`src/rtcs_defs.svh`:
```
// Contract
// - The clock keeps a running time of day whose finest step is one millisecond.
// - A programmable alarm up to one month ahead raises an alarm event when the time equals it.
// - The calendar spans 9999 years and adds February 29 in leap years.
// - A periodic event fires at a software-selected rate from 1 Hz to 512 Hz.
// - Hours count 00 to 23 only, with no AM/PM mode.
// - Every time and calendar field is held, read and written as BCD digits.
// - A calibration clock from the timekeeping clock drives the debug return clock pin when software enables it.
// - At power down the block isolates itself and keeps counting from the backup supply.
// - Software picks the tamper mode: normally closed loop that flags on opening, or edge detection.
// - In edge mode tamper is flagged on a rising or a falling edge, as software configures.
// - A tamper event captures the current time to the millisecond and the date into stamp storage.
// - In the same moment the SRAM standby supply cut-off control is asserted.
// - One interrupt output is the OR of the alarm, tamper and periodic events.
// - Tamper control and status logic lives inside the clock block itself.
`ifndef RTCS_DEFS_SVH
`define RTCS_DEFS_SVH

// Timing
`define RTCS_CLK_PERIOD_NS  10
`define RTCS_MS_PERIOD_NS   1_000_000
`define RTCS_MS_CYCLES      (`RTCS_MS_PERIOD_NS / `RTCS_CLK_PERIOD_NS)
`define RTCS_BASE_PERIOD_NS 976_562
`define RTCS_BASE_CYCLES    (`RTCS_BASE_PERIOD_NS / `RTCS_CLK_PERIOD_NS)

// Register offsets
`define RTCS_A_CTRL    8'h00
`define RTCS_A_TIME    8'h04
`define RTCS_A_DATE    8'h08
`define RTCS_A_MSEC    8'h0C
`define RTCS_A_ALARM   8'h10
`define RTCS_A_STAT    8'h14
`define RTCS_A_MASK    8'h18
`define RTCS_A_TS_TIME 8'h1C
`define RTCS_A_TS_DATE 8'h20
`define RTCS_A_TS_MSEC 8'h24

// Control fields
`define RTCS_C_ALM_EN  0
`define RTCS_C_PER_EN  1
`define RTCS_C_TMP_EN  2
`define RTCS_C_TMP_MD  3
`define RTCS_C_TMP_POL 4
`define RTCS_C_CAL_EN  5
`define RTCS_C_PSEL_LO 6
`define RTCS_C_PSEL_HI 9
`define RTCS_C_RESTORE 10

// Status fields
`define RTCS_S_ALM     0
`define RTCS_S_TMP     1
`define RTCS_S_PER     2
`define RTCS_S_CUT     8
`define RTCS_S_ISO     9

// BCD limits and reset values
`define RTCS_MS_MAX    12'h999
`define RTCS_SEC_MAX   8'h59
`define RTCS_HR_MAX    8'h23
`define RTCS_MON_MAX   8'h12
`define RTCS_YR_MAX    16'h9999
`define RTCS_ONE8      8'h01
`define RTCS_ONE16     16'h0001
`define RTCS_RST_YEAR  16'h2000
`define RTCS_FEB       8'h02
`define RTCS_PSEL_MAX  4'h9
`define RTCS_BASE_W    10

`endif

```
`src/rtcs_pkg.sv`:
```
package rtcs_pkg;
    typedef logic [7:0]  rtcs_addr_t;
    typedef logic [31:0] rtcs_word_t;
    typedef logic [2:0]  rtcs_evt_t;
    typedef enum logic {
        RTCS_TMP_LOOP = 1'b0,
        RTCS_TMP_EDGE = 1'b1
    } rtcs_tmp_mode_t;
endpackage

```
`src/rtcs_sync.sv`:
```
`timescale 1ns/1ps
module rtcs_sync #(
    parameter int unsigned     W   = 1,
    parameter logic [W-1:0]    RST = '0
) (
    input  wire logic         i_ref_clk, // Clock
    input  wire logic         i_rstn,    // Sync reset, active low
    input  wire logic [W-1:0] i_async,   // Pin levels
    output logic      [W-1:0] o_sync     // Synchronised levels
);
    logic [W-1:0] meta_r;

    // Two-stage synchroniser; the first stage feeds nothing else
    always_ff @(posedge i_ref_clk) begin
        if (!i_rstn) begin
            meta_r <= RST;
            o_sync <= RST;
        end else begin
            meta_r <= i_async;
            o_sync <= meta_r;
        end
    end
endmodule

```
`src/rtcs_bcd_cnt.sv`:
```
`timescale 1ns/1ps
module rtcs_bcd_cnt #(
    parameter int unsigned      D   = 2,
    parameter logic [4*D-1:0]   RST = '0
) (
    input  wire logic           i_ref_clk,  // Clock
    input  wire logic           i_rstn,     // Sync reset, active low
    input  wire logic           i_inc,      // Count one step
    input  wire logic           i_load,     // Software load
    input  wire logic [4*D-1:0] i_load_val, // Load value, BCD
    input  wire logic [4*D-1:0] i_min,      // Value after rollover
    input  wire logic [4*D-1:0] i_max,      // Last value before rollover
    output logic      [4*D-1:0] o_val,      // Field value, BCD
    output logic                o_wrap      // Carry into next field
);
    // Decimal increment, digit by digit
    function automatic logic [4*D-1:0] bcd_inc(input logic [4*D-1:0] v);
        logic [4*D-1:0] r;
        logic           c;
        r = v;
        c = 1'b1;
        for (int i = 0; i < D; i++) begin
            if (c) begin
                if (v[4*i +: 4] == 4'h9) begin
                    r[4*i +: 4] = 4'h0;
                end else begin
                    r[4*i +: 4] = v[4*i +: 4] + 4'h1;
                    c = 1'b0;
                end
            end
        end
        return r;
    endfunction

    // Compare with >= so a day left past a shorter month still rolls over
    assign o_wrap = i_inc && (o_val >= i_max);

    // Load beats counting so software writes are never lost
    always_ff @(posedge i_ref_clk) begin
        if (!i_rstn) begin
            o_val <= RST;
        end else if (i_load) begin
            o_val <= i_load_val;
        end else if (o_wrap) begin
            o_val <= i_min;
        end else if (i_inc) begin
            o_val <= bcd_inc(o_val);
        end
    end
endmodule

```
`src/rtcs_top.sv`:
```
// The implementer's own choices: the register offsets and the plain strobed port.
`timescale 1ns/1ps
`include "rtcs_defs.svh"
module rtcs_top #(
    parameter int unsigned MS_CYCLES   = `RTCS_MS_CYCLES,
    parameter int unsigned BASE_CYCLES = `RTCS_BASE_CYCLES
) (
    input  wire logic               i_ref_clk,                // 100 MHz clock
    input  wire logic               i_rstn,                   // Sync reset, active low
    input  wire rtcs_pkg::rtcs_addr_t i_addr,                 // Register byte address
    input  wire rtcs_pkg::rtcs_word_t i_wdata,                // Write data
    input  wire logic               i_wr,                     // Write strobe
    input  wire logic               i_rd,                     // Read strobe
    output rtcs_pkg::rtcs_word_t    o_rdata,                  // Read data, cycle after strobe
    input  wire logic               i_tamper_pin,             // Tamper input pin, async
    input  wire logic               i_main_power_ok,          // Main supplies present, async
    output logic                    o_irq,                    // Combined interrupt, level
    output logic                    o_debug_return_clock_pin, // Calibration clock out
    output logic                    o_sram_cutoff,            // Cut SRAM standby supply
    output logic                    o_isolated                // Running from backup supply
);
    import rtcs_pkg::*;

    localparam int MSW = $clog2(MS_CYCLES + 1);
    localparam int BSW = $clog2(BASE_CYCLES + 1);

    ////////////////////////////////////////////////////////////////////////////
    // Signals
    logic [MSW-1:0]          ms_div_r;
    logic                    ms_tick_r;
    logic [BSW-1:0]          base_div_r;
    logic                    base_tick_r;
    logic [`RTCS_BASE_W-1:0] base_cnt_r;
    logic [31:0]             ctrl_r;
    logic [31:0]             alarm_r;
    rtcs_evt_t               stat_r;
    rtcs_evt_t               mask_r;
    rtcs_evt_t               evt;
    rtcs_evt_t               w1c;
    logic [23:0]             ts_time_r;
    logic [31:0]             ts_date_r;
    logic [11:0]             ts_ms_r;
    logic                    tmp_s;
    logic                    pwr_s;
    logic                    tmp_q_r;
    logic                    alm_hit_q_r;
    logic [11:0]             ms_v;
    logic [7:0]              sec_v, min_v, hr_v, day_v, mon_v;
    logic [15:0]             yr_v;
    logic                    ms_w, sec_w, min_w, hr_w, day_w, mon_w;
    logic                    wr_ok, ld_time, ld_date, ld_ms;
    logic [7:0]              day_max;
    logic                    alm_hit, alm_evt, per_evt, tmp_evt, tmp_rise, tmp_fall;
    rtcs_word_t              rdata_nxt;

    ////////////////////////////////////////////////////////////////////////////
    // Functions
    // BCD two-digit value divisible by four
    function automatic logic bcd_div4(input logic [7:0] v);
        return v[4] ? (v[3:0] == 4'h2 || v[3:0] == 4'h6)
                    : (v[3:0] == 4'h0 || v[3:0] == 4'h4 || v[3:0] == 4'h8);
    endfunction

    // Leap year: divisible by 4, centuries only when divisible by 400
    function automatic logic is_leap(input logic [15:0] y);
        return (y[7:0] == 8'h00) ? bcd_div4(y[15:8]) : bcd_div4(y[7:0]);
    endfunction

    // Last day of the month in BCD
    function automatic logic [7:0] month_days(input logic [7:0] m, input logic [15:0] y);
        case (m)
            8'h02:                        month_days = is_leap(y) ? 8'h29 : 8'h28;
            8'h04, 8'h06, 8'h09, 8'h11:   month_days = 8'h30;
            default:                      month_days = 8'h31;
        endcase
    endfunction

    // Periodic mask: all-ones pattern of base ticks per period
    function automatic logic [`RTCS_BASE_W-1:0] per_mask(input logic [3:0] sel);
        return `RTCS_BASE_W'((1 << (`RTCS_BASE_W - int'(sel))) - 1);
    endfunction

    ////////////////////////////////////////////////////////////////////////////
    // Synchronisers for the pins
    rtcs_sync #(.W(1), .RST(1'b0)) u_sync_tmp (
        .i_ref_clk (i_ref_clk),
        .i_rstn    (i_rstn),
        .i_async   (i_tamper_pin),
        .o_sync    (tmp_s)
    );

    // Power-ok resets high so the block does not flash isolated at startup
    rtcs_sync #(.W(1), .RST(1'b1)) u_sync_pwr (
        .i_ref_clk (i_ref_clk),
        .i_rstn    (i_rstn),
        .i_async   (i_main_power_ok),
        .o_sync    (pwr_s)
    );

    ////////////////////////////////////////////////////////////////////////////
    // Millisecond prescaler
    always_ff @(posedge i_ref_clk) begin
        if (!i_rstn) begin
            ms_div_r  <= '0;
            ms_tick_r <= 1'b0;
        end else if (ms_div_r == MSW'(MS_CYCLES - 1)) begin
            ms_div_r  <= '0;
            ms_tick_r <= 1'b1;
        end else begin
            ms_div_r  <= ms_div_r + MSW'(1);
            ms_tick_r <= 1'b0;
        end
    end

    // 1024 Hz base for periodic events and calibration output
    always_ff @(posedge i_ref_clk) begin
        if (!i_rstn) begin
            base_div_r  <= '0;
            base_tick_r <= 1'b0;
            base_cnt_r  <= '0;
        end else if (base_div_r == BSW'(BASE_CYCLES - 1)) begin
            base_div_r  <= '0;
            base_tick_r <= 1'b1;
            base_cnt_r  <= base_cnt_r + `RTCS_BASE_W'(1);
        end else begin
            base_div_r  <= base_div_r + BSW'(1);
            base_tick_r <= 1'b0;
        end
    end

    ////////////////////////////////////////////////////////////////////////////
    // Time and calendar counters; counting continues while isolated
    assign wr_ok   = i_wr && !o_isolated;
    assign ld_time = wr_ok && (i_addr == `RTCS_A_TIME);
    assign ld_date = wr_ok && (i_addr == `RTCS_A_DATE);
    assign ld_ms   = wr_ok && (i_addr == `RTCS_A_MSEC);
    assign day_max = month_days(mon_v, yr_v);

    rtcs_bcd_cnt #(.D(3), .RST(12'h000)) u_ms (
        .i_ref_clk (i_ref_clk), .i_rstn (i_rstn), .i_inc (ms_tick_r), .i_load (ld_ms),
        .i_load_val (i_wdata[11:0]), .i_min (12'h000), .i_max (`RTCS_MS_MAX), .o_val (ms_v), .o_wrap (ms_w)
    );
    rtcs_bcd_cnt #(.D(2), .RST(8'h00)) u_sec (
        .i_ref_clk (i_ref_clk), .i_rstn (i_rstn), .i_inc (ms_w), .i_load (ld_time),
        .i_load_val (i_wdata[7:0]), .i_min (8'h00), .i_max (`RTCS_SEC_MAX), .o_val (sec_v), .o_wrap (sec_w)
    );
    rtcs_bcd_cnt #(.D(2), .RST(8'h00)) u_min (
        .i_ref_clk (i_ref_clk), .i_rstn (i_rstn), .i_inc (sec_w), .i_load (ld_time),
        .i_load_val (i_wdata[15:8]), .i_min (8'h00), .i_max (`RTCS_SEC_MAX), .o_val (min_v), .o_wrap (min_w)
    );
    // 24-hour count only
    rtcs_bcd_cnt #(.D(2), .RST(8'h00)) u_hr (
        .i_ref_clk (i_ref_clk), .i_rstn (i_rstn), .i_inc (min_w), .i_load (ld_time),
        .i_load_val (i_wdata[23:16]), .i_min (8'h00), .i_max (`RTCS_HR_MAX), .o_val (hr_v), .o_wrap (hr_w)
    );
    rtcs_bcd_cnt #(.D(2), .RST(`RTCS_ONE8)) u_day (
        .i_ref_clk (i_ref_clk), .i_rstn (i_rstn), .i_inc (hr_w), .i_load (ld_date),
        .i_load_val (i_wdata[7:0]), .i_min (`RTCS_ONE8), .i_max (day_max), .o_val (day_v), .o_wrap (day_w)
    );
    rtcs_bcd_cnt #(.D(2), .RST(`RTCS_ONE8)) u_mon (
        .i_ref_clk (i_ref_clk), .i_rstn (i_rstn), .i_inc (day_w), .i_load (ld_date),
        .i_load_val (i_wdata[15:8]), .i_min (`RTCS_ONE8), .i_max (`RTCS_MON_MAX), .o_val (mon_v), .o_wrap (mon_w)
    );
    // Year 9999 rolls back to 0001
    rtcs_bcd_cnt #(.D(4), .RST(`RTCS_RST_YEAR)) u_yr (
        .i_ref_clk (i_ref_clk), .i_rstn (i_rstn), .i_inc (mon_w), .i_load (ld_date),
        .i_load_val (i_wdata[31:16]), .i_min (`RTCS_ONE16), .i_max (`RTCS_YR_MAX), .o_val (yr_v), .o_wrap ()
    );

    ////////////////////////////////////////////////////////////////////////////
    // Event sources
    // Alarm fires once on entering the matching millisecond
    assign alm_hit = ({day_v, hr_v, min_v, sec_v} == alarm_r) && (ms_v == 12'h000);
    assign alm_evt = ctrl_r[`RTCS_C_ALM_EN] && alm_hit && !alm_hit_q_r;

    // Periodic rate is 2^sel Hz, sel 0..9
    assign per_evt = ctrl_r[`RTCS_C_PER_EN] && base_tick_r
                   && ((base_cnt_r & per_mask(ctrl_r[`RTCS_C_PSEL_HI:`RTCS_C_PSEL_LO]))
                       == per_mask(ctrl_r[`RTCS_C_PSEL_HI:`RTCS_C_PSEL_LO]));

    // Tamper detection sits here, next to the time it stamps
    assign tmp_rise = tmp_s && !tmp_q_r;
    assign tmp_fall = !tmp_s && tmp_q_r;
    always_comb begin
        tmp_evt = 1'b0;
        if (ctrl_r[`RTCS_C_TMP_EN]) begin
            if (rtcs_tmp_mode_t'(ctrl_r[`RTCS_C_TMP_MD]) == RTCS_TMP_EDGE) begin
                tmp_evt = ctrl_r[`RTCS_C_TMP_POL] ? tmp_rise : tmp_fall;
            end else begin
                // Open loop pulls the pin high; re-flags while open after a clear
                tmp_evt = tmp_s && !stat_r[`RTCS_S_TMP];
            end
        end
    end

    assign evt = {per_evt, tmp_evt, alm_evt};
    assign w1c = (wr_ok && i_addr == `RTCS_A_STAT) ? i_wdata[2:0] : 3'h0;

    always_ff @(posedge i_ref_clk) begin
        if (!i_rstn) begin
            tmp_q_r     <= 1'b0;
            alm_hit_q_r <= 1'b0;
        end else begin
            tmp_q_r     <= tmp_s;
            alm_hit_q_r <= alm_hit;
        end
    end

    ////////////////////////////////////////////////////////////////////////////
    // Tamper stamp and SRAM cut-off, taken in the same cycle
    always_ff @(posedge i_ref_clk) begin
        if (!i_rstn) begin
            ts_time_r <= '0;
            ts_date_r <= '0;
            ts_ms_r   <= '0;
        end else if (tmp_evt) begin
            ts_time_r <= {hr_v, min_v, sec_v};
            ts_date_r <= {yr_v, mon_v, day_v};
            ts_ms_r   <= ms_v;
        end
    end

    // Restore only takes effect without a tamper in the same cycle
    always_ff @(posedge i_ref_clk) begin
        if (!i_rstn) begin
            o_sram_cutoff <= 1'b0;
        end else if (tmp_evt) begin
            o_sram_cutoff <= 1'b1;
        end else if (wr_ok && i_addr == `RTCS_A_CTRL && i_wdata[`RTCS_C_RESTORE]) begin
            o_sram_cutoff <= 1'b0;
        end
    end

    ////////////////////////////////////////////////////////////////////////////
    // Software registers
    always_ff @(posedge i_ref_clk) begin
        if (!i_rstn) begin
            ctrl_r  <= '0;
            alarm_r <= '0;
            mask_r  <= '0;
        end else if (wr_ok) begin
            case (i_addr)
                `RTCS_A_CTRL: begin
                    // Restore and upper bits are pulses or unused, so they read back as zero
                    ctrl_r <= 32'(i_wdata[`RTCS_C_PSEL_HI:0]);
                    // Clamp rate select to 512 Hz
                    if (i_wdata[`RTCS_C_PSEL_HI:`RTCS_C_PSEL_LO] > `RTCS_PSEL_MAX) begin
                        ctrl_r[`RTCS_C_PSEL_HI:`RTCS_C_PSEL_LO] <= `RTCS_PSEL_MAX;
                    end
                end
                `RTCS_A_ALARM: alarm_r <= i_wdata;
                `RTCS_A_MASK:  mask_r  <= i_wdata[2:0];
                default: begin
                end
            endcase
        end
    end

    // Sticky flags: a new event wins over a clear in the same cycle
    always_ff @(posedge i_ref_clk) begin
        if (!i_rstn) begin
            stat_r <= '0;
        end else begin
            stat_r <= (stat_r & ~w1c) | evt;
        end
    end

    // Outputs: interrupt, isolation, calibration clock
    always_ff @(posedge i_ref_clk) begin
        if (!i_rstn) begin
            o_irq                    <= 1'b0;
            o_isolated               <= 1'b0;
            o_debug_return_clock_pin <= 1'b0;
        end else begin
            o_irq                    <= |(stat_r & mask_r);
            o_isolated               <= !pwr_s;
            o_debug_return_clock_pin <= ctrl_r[`RTCS_C_CAL_EN] && base_cnt_r[0];
        end
    end

    ////////////////////////////////////////////////////////////////////////////
    // Read path; unmapped addresses read zero
    always_comb begin
        case (i_addr)
            `RTCS_A_CTRL:    rdata_nxt = ctrl_r;
            `RTCS_A_TIME:    rdata_nxt = {8'h00, hr_v, min_v, sec_v};
            `RTCS_A_DATE:    rdata_nxt = {yr_v, mon_v, day_v};
            `RTCS_A_MSEC:    rdata_nxt = {20'h0_0000, ms_v};
            `RTCS_A_ALARM:   rdata_nxt = alarm_r;
            `RTCS_A_STAT:    rdata_nxt = {22'h0, o_isolated, o_sram_cutoff, 5'h00, stat_r};
            `RTCS_A_MASK:    rdata_nxt = {29'h0, mask_r};
            `RTCS_A_TS_TIME: rdata_nxt = {8'h00, ts_time_r};
            `RTCS_A_TS_DATE: rdata_nxt = ts_date_r;
            `RTCS_A_TS_MSEC: rdata_nxt = {20'h0_0000, ts_ms_r};
            default:         rdata_nxt = 32'h0000_0000;
        endcase
    end

    always_ff @(posedge i_ref_clk) begin
        if (!i_rstn) begin
            o_rdata <= '0;
        end else begin
            o_rdata <= i_rd ? rdata_nxt : 32'h0000_0000;
        end
    end
endmodule

```
`config.mk`:
```
export PLATFORM = sky130hd
export DESIGN_NAME = rtcs_top
export DESIGN_NICKNAME = d
export VERILOG_FILES = /design/src/rtcs_pkg.sv /design/src/rtcs_sync.sv /design/src/rtcs_bcd_cnt.sv /design/src/rtcs_top.sv
export VERILOG_INCLUDE_DIRS = /design/src
export SDC_FILE = /design/constraint.sdc
export NUM_CORES = 1
export LEC_CHECK = 0
export BUFFER_PORTS_ARGS = -buffer_cell sky130_fd_sc_hd__buf_2
export CORE_MARGIN = 3
export CORE_UTILIZATION = 38
export DETAILED_ROUTE_END_ITERATION = 12
export HOLD_SLACK_MARGIN = 0.12
export PLACE_DENSITY = 0.56
export SYNTH_ARGS = -nofsm -noshare
export SYNTH_HDL_FRONTEND = slang
export SYNTH_SLANG_ARGS = --single-unit
export TNS_END_PERCENT = 20
```
`constraint.sdc`:
```
create_clock -name i_ref_clk -period 2.9 [get_ports i_ref_clk]
set_input_delay 0.29 -clock i_ref_clk [delete_from_list [all_inputs] [get_ports i_ref_clk]]
set_output_delay 0.29 -clock i_ref_clk [all_outputs]
set_load 0.03 [all_outputs]
```
==> results.json, run 1 <==
{
  "timing.final.crit_period_ns": 3.27,
  "grt_pass1_vias": 12925,
  "area_growth_pct": 21.2,
  "cts_tree": "done",
  "post-route-period-util": 1.13,
  "synthesis.nets": 1774,
  "setup_viol": 32,
  "fin_ws_ns": -0.368,
  "r2r-start": "u_mon.o_val[5]",
  "nets": 1881,
  "synth_seq_cells": 272,
  "path_cells": "or3_4, or4_4, nor2_4, a31oi_1, ha_1, nor4b_2, o211ai_1, buf_4, o311ai_4, buf_6, o21ai_4, or3_1, a21oi_1",
  "finalHoldViolCount": 0,
  "vias": 13260,
  "portBuffers": 81,
  "drt-total-wl_mm": 46.8,
  "end_kind": "register",
  "antenna_found_initial": 3,
  "fill_cells": 3424,
  "drtPass1Iterations": 8,
  "dieArea_um2": 37900,
  "clkLatencyLatePin_ns": 0.52,
  "synth_flop_cell": "dfxtp_1",
  "cts_inserted_buffers": 34,
  "core_area_um2": 34800,
  "die_w_um": 195,
  "die_h_um": 195,
  "tightest_slew_ns": 1.14,
  "dpl.hpwl_mm": 32.0,
  "worst_r2r_path_depth": 13,
  "drtAntennaViolNets": 0,
  "total_power_mw": 8.38,
  "drc_errors": 0,
  "synth_area_um2": 13500,
  "p_per_area_nw_per_um2": 511,
  "gr-total-overflow": 0,
  "drive_gt1_frac": 0.163,
  "h-tree-depth": 2,
  "holdWs_ns": 0.150,
  "place_ws_ns": -0.434,
  "root_buffer": "clkbuf_16",
  "grt_max_degree": 172,
  "netlist_instances": 1710,
  "slowest_delay_ns": 0.44,
  "regToRegSetupSlack_ns": -0.37,
  "gp_congestion": 0.898,
  "syn_area_per_cell_um2": 7.92,
  "crit_slowest_cell": "or4_4",
  "maxCapViolations": 0,
  "avgRoutedWirePerCell_um": 20.4,
  "leakagePower_nw": 5.84,
  "violations": "setup timing",
  "min_from": "i_wdata[3]",
  "utilization": 0.472,
  "clockBufferDepth": 3,
  "hold_path_end": "alarm_r[3]",
  "cts.clk_slew.worst_paths_ns": 0.06,
  "grt.total_usage": 0.239,
  "slew_violations": 0,
  "crit_type": "reg -> reg",
  "grt_pass1_wl_mm": 73.2,
  "max_freq_mhz": 306,
  "yosys.cell_types.count": 88,
  "n_antenna_cell": 0,
  "io_pins": 82,
  "outcome": "finished with violations",
  "rsz0062_at_grt": "yes",
  "cp-start-kind": "register",
  "timing.rr.end": "u_day.o_val[1]",
  "synthArstFlopShare": 0,
  "cp_max_fo": 6,
  "numClockSinks": 272,
  "cp.arrival_ns": 3.70,
  "required_ns": 3.33,
  "avgViaCountPerCell": 5.78,
  "drt_iter0_markers": 1425,
  "slew-limit-headroom": 0.238,
  "synth-edff-count": 0,
  "ys_warn_count": 0,
  "min_path_cells": 3,
  "start_util": 0.389,
  "rows": 68,
  "vdd_drop_max_mv": 0.413,
  "holdCritPathClass": "in -> reg",
  "ys_seq_area_frac": 0.402,
  "clock_skew_ns": 0.0302
}
logic make-up after synthesis:
group,share of synthesized area
compound gates,0.244
xor+xnor,0.0492
fa+ha+maj,0.0166
buf+inv,0.0530
flops,0.402
mux,0.00823
simple gates,0.227
final cells by class:
cell class              count  area, um2  area share
clock inverters             7       92.6     0.00564
clock buffers              51       1030      0.0625
inverters                  32        125     0.00762
well taps                 455        569      0.0347
multi-input cells        1259       7560       0.461
repair buffers            218       1590      0.0969
flip-flops and latches    272       5450       0.332
routing by layer:
metal | GRT usage | share of wire | vias up
met3 | 0.0393 | 0.073 | 109
met4 | 0.0948 | 0.038 | 2
met2 | 0.391 | 0.46 | 484
met5 | 0 | 0.00021 | -
met1 | 0.317 | 0.43 | 6313
li1 | - | - | 6352
stage by stage:
step	setup TNS [ns]	cell area, um2	std cells
final	-8.14	16400	2294
after global routing	-12.65	16400	2294
after CTS	-6.68	16400	2292
after detailed placement	-9.56	14900	2206
after global placement	-7.05	14900	2206
after floorplan	-2.34	13600	1710
worst max-delay path: cells and delay by family (launching register included):
kind | cells | cell delay (ns)
AO/OA/AOI/OAI | 5 | 0.78
adder cells (fa/ha/maj) | 1 | 0.29
AND/OR/NAND/NOR | 5 | 1.50
flip-flops | 1 | 0.31
buffers and inverters | 2 | 0.33
placed cells by master, fill, tap and decap left out, types with 28 or more instances in the layout:
cell,n
nand2_1,317
inv_1,30
buf_4,98
a21oi_1,183
nand3_1,45
xor2_1,45
o21ai_0,57
clkbuf_16,35
dfxtp_1,271
nor2_1,117
a222oi_1,28
xnor2_1,31
buf_2,81
a22oi_1,51
Yosys cell counts, types with 4 or more instances:
cell type / number / area share
nand3_1: 47 / 0.017
inv_1: 31 / 0.0086
and3_1: 18 / 0.0083
nand4bb_1: 4 / 0.0033
nand2b_1: 17 / 0.0079
o31a_1: 5 / 0.0032
nand4_1: 18 / 0.0083
nand4b_1: 4 / 0.0026
buf_2: 21 / 0.0078
and2_1: 8 / 0.0037
o31ai_1: 9 / 0.0050
o311a_1: 9 / 0.0067
a211oi_1: 10 / 0.0055
o21ai_0: 60 / 0.022
o211ai_1: 10 / 0.0055
a221oi_1: 13 / 0.0084
ha_1: 18 / 0.017
xnor2_1: 31 / 0.020
a21o_1: 5 / 0.0028
a311oi_1: 7 / 0.0045
nor2_1: 124 / 0.034
clkbuf_1: 122 / 0.034
a21oi_1: 185 / 0.068
nor2b_1: 7 / 0.0032
nor4_1: 16 / 0.0074
dfxtp_1: 272 / 0.40
a222oi_1: 28 / 0.021
nand2_1: 318 / 0.088
or3_1: 18 / 0.0083
o21a_1: 7 / 0.0039
a31oi_1: 28 / 0.013
o22ai_1: 5 / 0.0023
a22oi_1: 52 / 0.029
mux2i_1: 10 / 0.0074
nand3b_1: 8 / 0.0044
xor2_1: 45 / 0.029
or4_1: 5 / 0.0028
a22o_1: 13 / 0.0084
nor3_1: 27 / 0.010
registers in the layout, indices dropped and copies added (netlist names), 3 cells and up:
name	cells
ts_date_r	32
base_cnt_r	10
u_mon.o_val	8
u_hr.o_val	8
u_day.o_val	8
mask_r	3
stat_r	3
u_sec.o_val	8
ctrl_r	10
ts_time_r	24
o_rdata	32
u_min.o_val	8
u_ms.o_val	12
base_div_r	17
alarm_r	32
ms_div_r	17
ts_ms_r	12
u_yr.o_val	16
timing repair:
action,4_1_cts,5_1_grt
hold buffers,27,0
gates resized for setup,21,8
endpoints found under the setup margin,32,32
hold endpoints to repair,41,0
pin swaps,13,4
buffers inserted,1,2
power by group:
| group | internal, mW | total, mW | switching, mW |
|---|---|---|---|
| combinational | 0.114 | 0.326 | 0.211 |
| sequential | 3.76 | 3.78 | 0.0245 |
| clock | 2.62 | 4.27 | 1.65 |
| total | 6.49 | 8.38 | 1.89 |
worst max path at each step:
stage	startpoint	end	slack (ns)	cells after the start
2_1_floorplan	u_mon.o_val[5]	u_day.o_val[4]	-0.16	11
3_3_place_gp	u_mon.o_val[5]	u_day.o_val[2]	-0.34	13
3_5_place_dp	u_yr.o_val[9]	u_day.o_val[2]	-0.43	13
4_1_cts	u_mon.o_val[5]	u_day.o_val[1]	-0.33	12
5_1_grt	u_mon.o_val[5]	u_yr.o_val[7]	-0.51	12
6_report	u_mon.o_val[5]	u_day.o_val[1]	-0.37	13
Power figures use the tool's default switching activity.
==> run 2, diff against run 1 <==
- PLACE_DENSITY: 0.56 -> 0.54
- clock period: 2.9 -> 4 ns (I/O delays scaled with it)
==> run 2 against run 1 <==
The flow now finishes without violations. Fmax is 11% lower. Combinational power is 38% lower. Hold slack worse by 0.00060 ns. Total power fell by 26%. Critical path depth decreased by 1. Sequential cell count unchanged. Clock power down 23%. Largest cell class unchanged.
==> results.json, run 2 (synthesized netlist as in run 1, its figures left out) <==
{
  "outcome": "completed",
  "crit_type": "reg -> reg",
  "utilization": 0.447,
  "vias": 12988,
  "h-tree-depth": 2,
  "gr-total-overflow": 0,
  "drt-total-wl_mm": 46.4,
  "clock_skew_ns": 0.0201,
  "finalHoldViolCount": 0,
  "top_regs": "alarm_r (32), o_rdata (32), ts_date_r (32)",
  "drtPass1Iterations": 6,
  "portBuffers": 81,
  "gp_congestion": 0.881,
  "slowest_delay_ns": 0.53,
  "drt_iter0_markers": 1345,
  "avgViaCountPerCell": 5.89,
  "max_freq_mhz": 272,
  "end_kind": "register",
  "timing.final.crit_period_ns": 3.67,
  "die_w_um": 195,
  "antenna_found_initial": 2,
  "root_buffer": "clkbuf_16",
  "slew_violations": 0,
  "required_ns": 4.45,
  "setup_viol": 0,
  "path_buf_inv": 1,
  "cp.arrival_ns": 4.12,
  "rsz0062_at_grt": "no",
  "post-route-period-util": 0.918,
  "clockBufferDepth": 3,
  "drive_gt1_frac": 0.121,
  "layout_common_cells": "nand2_1 (317), dfxtp_1 (272), a21oi_1 (185)",
  "grt_max_degree": 73,
  "min_from": "i_wdata[20]",
  "n_antenna_cell": 0,
  "avgRoutedWirePerCell_um": 21.0,
  "cp_max_fo": 7,
  "final_common_cell": "nand2_1",
  "regToRegSetupSlack_ns": 0.33,
  "cts_setup_buffers": 0,
  "cts_inserted_buffers": 34,
  "dpl.hpwl_mm": 31.9,
  "total_power_mw": 6.22,
  "cp_top_family": "simple AND/OR/NAND/NOR gates",
  "hold_path_end": "alarm_r[20]",
  "grt_pass1_vias": 12059,
  "drc_errors": 0,
  "vdd_drop_max_mv": 0.328,
  "tns_ns": 0,
  "die_h_um": 195,
  "numClockSinks": 272,
  "clkLatencyLatePin_ns": 0.54,
  "cts.clk_slew.worst_paths_ns": 0.06,
  "cts_tree": "done",
  "grt_pass1_wl_mm": 71.4,
  "holdCritPathClass": "in -> reg",
  "p_per_area_nw_per_um2": 400,
  "cp-start-kind": "register",
  "slew-limit-headroom": 0.226,
  "core_area_um2": 34800,
  "drtAntennaViolNets": 0,
  "maxCapViolations": 0,
  "io_pins": 82,
  "path_cells": "or3_1, or4_1, nor2_1, a31oi_1, ha_1, nor4b_1, o211ai_1, o311ai_2, nor3_2, buf_4, o31a_1, o22ai_1",
  "tightest_slew_ns": 1.16,
  "area_growth_pct": 14.8,
  "crit_slowest_cell": "o311ai_2",
  "r2r-start": "u_mon.o_val[5]",
  "min_path_cells": 3,
  "start_util": 0.389,
  "cts_resized": 0,
  "leakagePower_nw": 5.36,
  "nets": 1793,
  "dieArea_um2": 37900,
  "grt.total_usage": 0.236,
  "timing.rr.end": "u_yr.o_val[3]",
  "rows": 68,
  "worst_r2r_path_depth": 12
}
[run 2: stage by stage]
step	hold slack [ns]	worst slack [ns]	cells	cell area, um2
after floorplan	0.363	0.802	1710	13500
after global placement	0.363	0.448	2142	14300
after detailed placement	0.367	0.376	2142	14300
after CTS	0.122	0.366	2206	15500
after global routing	0.138	0.0722	2206	15500
final	0.149	0.329	2206	15500
[run 2: how the worst max path moves through the flow]
stage	from	to	depth (start not counted)
final	u_mon.o_val[5]	u_yr.o_val[3]	12
after detailed placement	u_mon.o_val[5]	u_mon.o_val[4]	11
after global routing	u_mon.o_val[5]	u_day.o_val[0]	11
after global placement	u_mon.o_val[5]	u_mon.o_val[4]	11
after floorplan	u_mon.o_val[5]	u_yr.o_val[7]	11
after CTS	u_mon.o_val[5]	u_yr.o_val[3]	12
[run 2: final cells by class]
| type | count | area [um2] |
|---|---|---|
| multi-input cells | 1259 | 7430 |
| well taps | 455 | 569 |
| clock buffers | 46 | 966 |
| inverters | 32 | 125 |
| flip-flops and latches | 272 | 5450 |
| fillers | 3503 | 19300 |
| repair buffers | 130 | 801 |
| clock inverters | 12 | 213 |
[run 2: timing repair]
action,in CTS,in global routing
hold buffers,6,0
endpoints found under the hold margin,6,0
endpoints found under the setup margin,0,0
[run 2: power breakdown]
group | switching [mW] | total, mW | internal, mW
registers | 0.0242 | 2.75 | 2.72
clock network | 1.25 | 3.27 | 2.02
logic | 0.141 | 0.202 | 0.0607
total | 1.41 | 6.22 | 4.81
[run 2: metal layers]
metal,wire [um],vias to the layer above,global-route usage
met5,13,-,0
met4,2310,2,0.115
met3,3230,122,0.0392
met2,20900,495,0.372
met1,19900,6209,0.314
li1,-,6160,-
[run 2: worst min-delay path, delay by kind of cell]
kind	cells	cell delay, ns
AND/OR/NAND/NOR	1	0.05
buffers and inverters	1	0.12
AO/OA/AOI/OAI	1	0.05
==> run 3, diff against run 2 <==
- ABC_AREA: not set -> 1
==> run 3 against run 2 <==
Register-to-register slack gained 0.65 ns. Via count up 6.6%. Worst setup slack better by 0.65 ns. First-iteration DRC count shrank 5.4%. Sequential power is essentially flat. Sequential share of layout area is 0.20 points lower. Total power shrank 5.7%. Cell area up 0.59%. Critical path type unchanged. Largest cell class unchanged. Largest power group unchanged.
==> results.json, run 3 <==
{
  "min_path_cells": 3,
  "required_ns": 4.43,
  "leakagePower_nw": 6.60,
  "yosys.cell_count.top_type": "nand2_1",
  "slew-limit-headroom": 0.392,
  "fin_ws_ns": 0.977,
  "cts.clk_slew.worst_paths_ns": 0.06,
  "final_common_cell": "nand2_1",
  "crit_type": "reg -> reg",
  "clockBufferDepth": 3,
  "die_w_um": 196,
  "slowest_delay_ns": 0.45,
  "gp_congestion": 0.913,
  "timing.rr.end": "u_day.o_val[6]",
  "root_buffer": "clkbuf_16",
  "dp_cells": 2490,
  "layout_common_cells": "nand2_1 (354), dfxtp_1 (272), inv_1 (269)",
  "post-route-period-util": 0.756,
  "synth_top_cell_by_area": "dfxtp_1",
  "cts_tree": "done",
  "hold_path_end": "u_mon.o_val[5]",
  "drive_gt1_frac": 0.104,
  "n_antenna_cell": 0,
  "synthArstFlopShare": 0,
  "cpMostUsedCell": "nand2_1",
  "finalNonFillerCells": 2553,
  "ys_seq_area_frac": 0.395,
  "synth_area_um2": 13800,
  "clock_skew_ns": 0.0224,
  "cp_max_fo": 12,
  "p_per_area_nw_per_um2": 375,
  "core_area_um2": 35700,
  "synth_seq_cells": 272,
  "rows": 69,
  "vias": 13845,
  "dpl.hpwl_mm": 34.8,
  "netlist_instances": 2009,
  "synth_area_leaders": "dfxtp_1 (40%), nand2_1 (9.7%), a21oi_1 (7.3%)",
  "hold_buffers": 2,
  "ys_warn_count": 0,
  "place_ws_ns": 1.02,
  "gr-total-overflow": 0,
  "grt_pass1_wl_mm": 74.0,
  "path_buf_inv": 1,
  "h-tree-depth": 2,
  "cp_top_family": "simple AND/OR/NAND/NOR gates",
  "slew_violations": 0,
  "tightest_slew_ns": 0.912,
  "cp.arrival_ns": 3.46,
  "synth_flop_cell": "dfxtp_1",
  "avgViaCountPerCell": 5.42,
  "antenna_found_initial": 0,
  "outcome": "completed",
  "start_util": 0.386,
  "synth_top_area_share": 0.395,
  "regToRegSetupSlack_ns": 0.98,
  "avgRoutedWirePerCell_um": 18.7,
  "end_kind": "register",
  "portBuffers": 81,
  "synth-edff-count": 0,
  "min_from": "i_wdata[13]",
  "timing.final.crit_period_ns": 3.02,
  "syn_area_per_cell_um2": 6.86,
  "max_freq_mhz": 331,
  "drtAntennaViolNets": 0,
  "synthesis.nets": 2073,
  "top_regs": "alarm_r (32), o_rdata (32), ts_date_r (32)",
  "vdd_drop_max_mv": 0.261,
  "rsz0062_at_grt": "no",
  "crit_slowest_cell": "dfxtp_1",
  "drtPass1Iterations": 6,
  "utilization": 0.439,
  "drt_iter0_markers": 1273,
  "dieArea_um2": 38600,
  "cts_inserted_buffers": 35,
  "nets": 2132,
  "cts_setup_buffers": 0,
  "drt-total-wl_mm": 47.7,
  "die_h_um": 196,
  "grt_pass1_vias": 12796,
  "synth_commonest_cells": "nand2_1 (355), dfxtp_1 (272), inv_1 (269)",
  "io_pins": 82,
  "grt.total_usage": 0.241,
  "maxCapViolations": 0,
  "tns_ns": 0,
  "path_cells": "inv_1, nor2_1, nand3_1, o21ai_0, o21ai_0, o21ai_0, a31oi_1, o22ai_1, ha_1, nand2_1, nand2_1, nand2_1, a21oi_1, nand2_1, nand2_2, nand2_2, a21oi_2, nand2_1, nand2_1, nor2_1",
  "worst_r2r_path_depth": 20,
  "path_depth": 20,
  "area_growth_pct": 13.5,
  "grt_max_degree": 94,
  "r2r-start": "u_yr.o_val[9]",
  "finalHoldViolCount": 0,
  "setup_viol": 0,
  "drc_errors": 0,
  "cts_resized": 0,
  "clkLatencyLatePin_ns": 0.53,
  "yosys.cell_types.count": 52,
  "cp-start-kind": "register",
  "holdCritPathClass": "in -> reg",
  "numClockSinks": 272
}
run 3: cell count changes in the layout (fill, tap and decap cells not counted), moves of 18 or more:
cell	before	now
a222oi_1	28	0
o21ai_0	60	175
nand4_1	18	39
a22oi_1	52	0
o22ai_1	5	54
inv_2	0	21
xor2_1	45	21
buf_4	42	15
xnor2_1	31	8
nand3_1	47	87
nor2_1	119	214
nand2_1	317	354
or3_1	18	0
inv_1	31	269
run 3: where the power goes:
part	switching, mW	internal, mW
Clock	1.23	1.73
Combinational	0.131	0.0459
Sequential	0.00695	2.72
Total	1.36	4.50
run 3: worst max path at each step:
stage | start | endpoint | slack [ns]
global placement | u_yr.o_val[9] | u_day.o_val[6] | 1.12
detailed placement | u_yr.o_val[9] | u_day.o_val[6] | 1.02
floorplan | u_yr.o_val[9] | u_day.o_val[4] | 1.64
global route | u_yr.o_val[9] | u_day.o_val[4] | 0.68
CTS | u_yr.o_val[9] | u_day.o_val[6] | 1.02
finish | u_yr.o_val[9] | u_day.o_val[6] | 0.98
run 3: kinds of logic after synthesis:
logic type               after synthesis  synth area share
buffers and inverters                371             0.103
adder cells (fa/ha/maj)               18            0.0164
flip-flops                           272             0.395
AND/OR/NAND/NOR                      793             0.255
XOR/XNOR                              29            0.0184
AO/OA/AOI/OAI                        526             0.212
run 3: metal layers:
metal	track usage	up-vias	share of wire
met5	0	-	0
met4	0.0660	0	0.025
met3	0.0352	81	0.075
met2	0.392	502	0.45
met1	0.338	6451	0.45
li1	-	6811	-
run 3: final cells by class:
cell class                      instances  area (um2)
Clock inverter                          9        60.1
Fill cell                            3694       20000
Sequential cell                       272        5450
Clock buffer                           52        1000
Tap cell                              461         577
Inverter                              296        1110
Timing Repair Buffer                   97         533
Multi-Input combinational cell       1366        6910
run 3: worst reg2reg max path, delay by kind of cell (launching register included):
family	cells	cell delay, ns
flops	1	0.45
fa+ha+maj	1	0.16
compound gates	7	1.04
simple gates	11	1.16
buf+inv	1	0.13
run 3: through the flow:
stage	hold WS, ns	instance area (um2)	power [mW]
floorplan	0.368	13800	2.87
global placement	0.372	14600	2.96
detailed placement	0.376	14600	2.96
CTS	0.123	15600	5.92
global route	0.141	15600	6.05
finish	0.141	15600	5.86
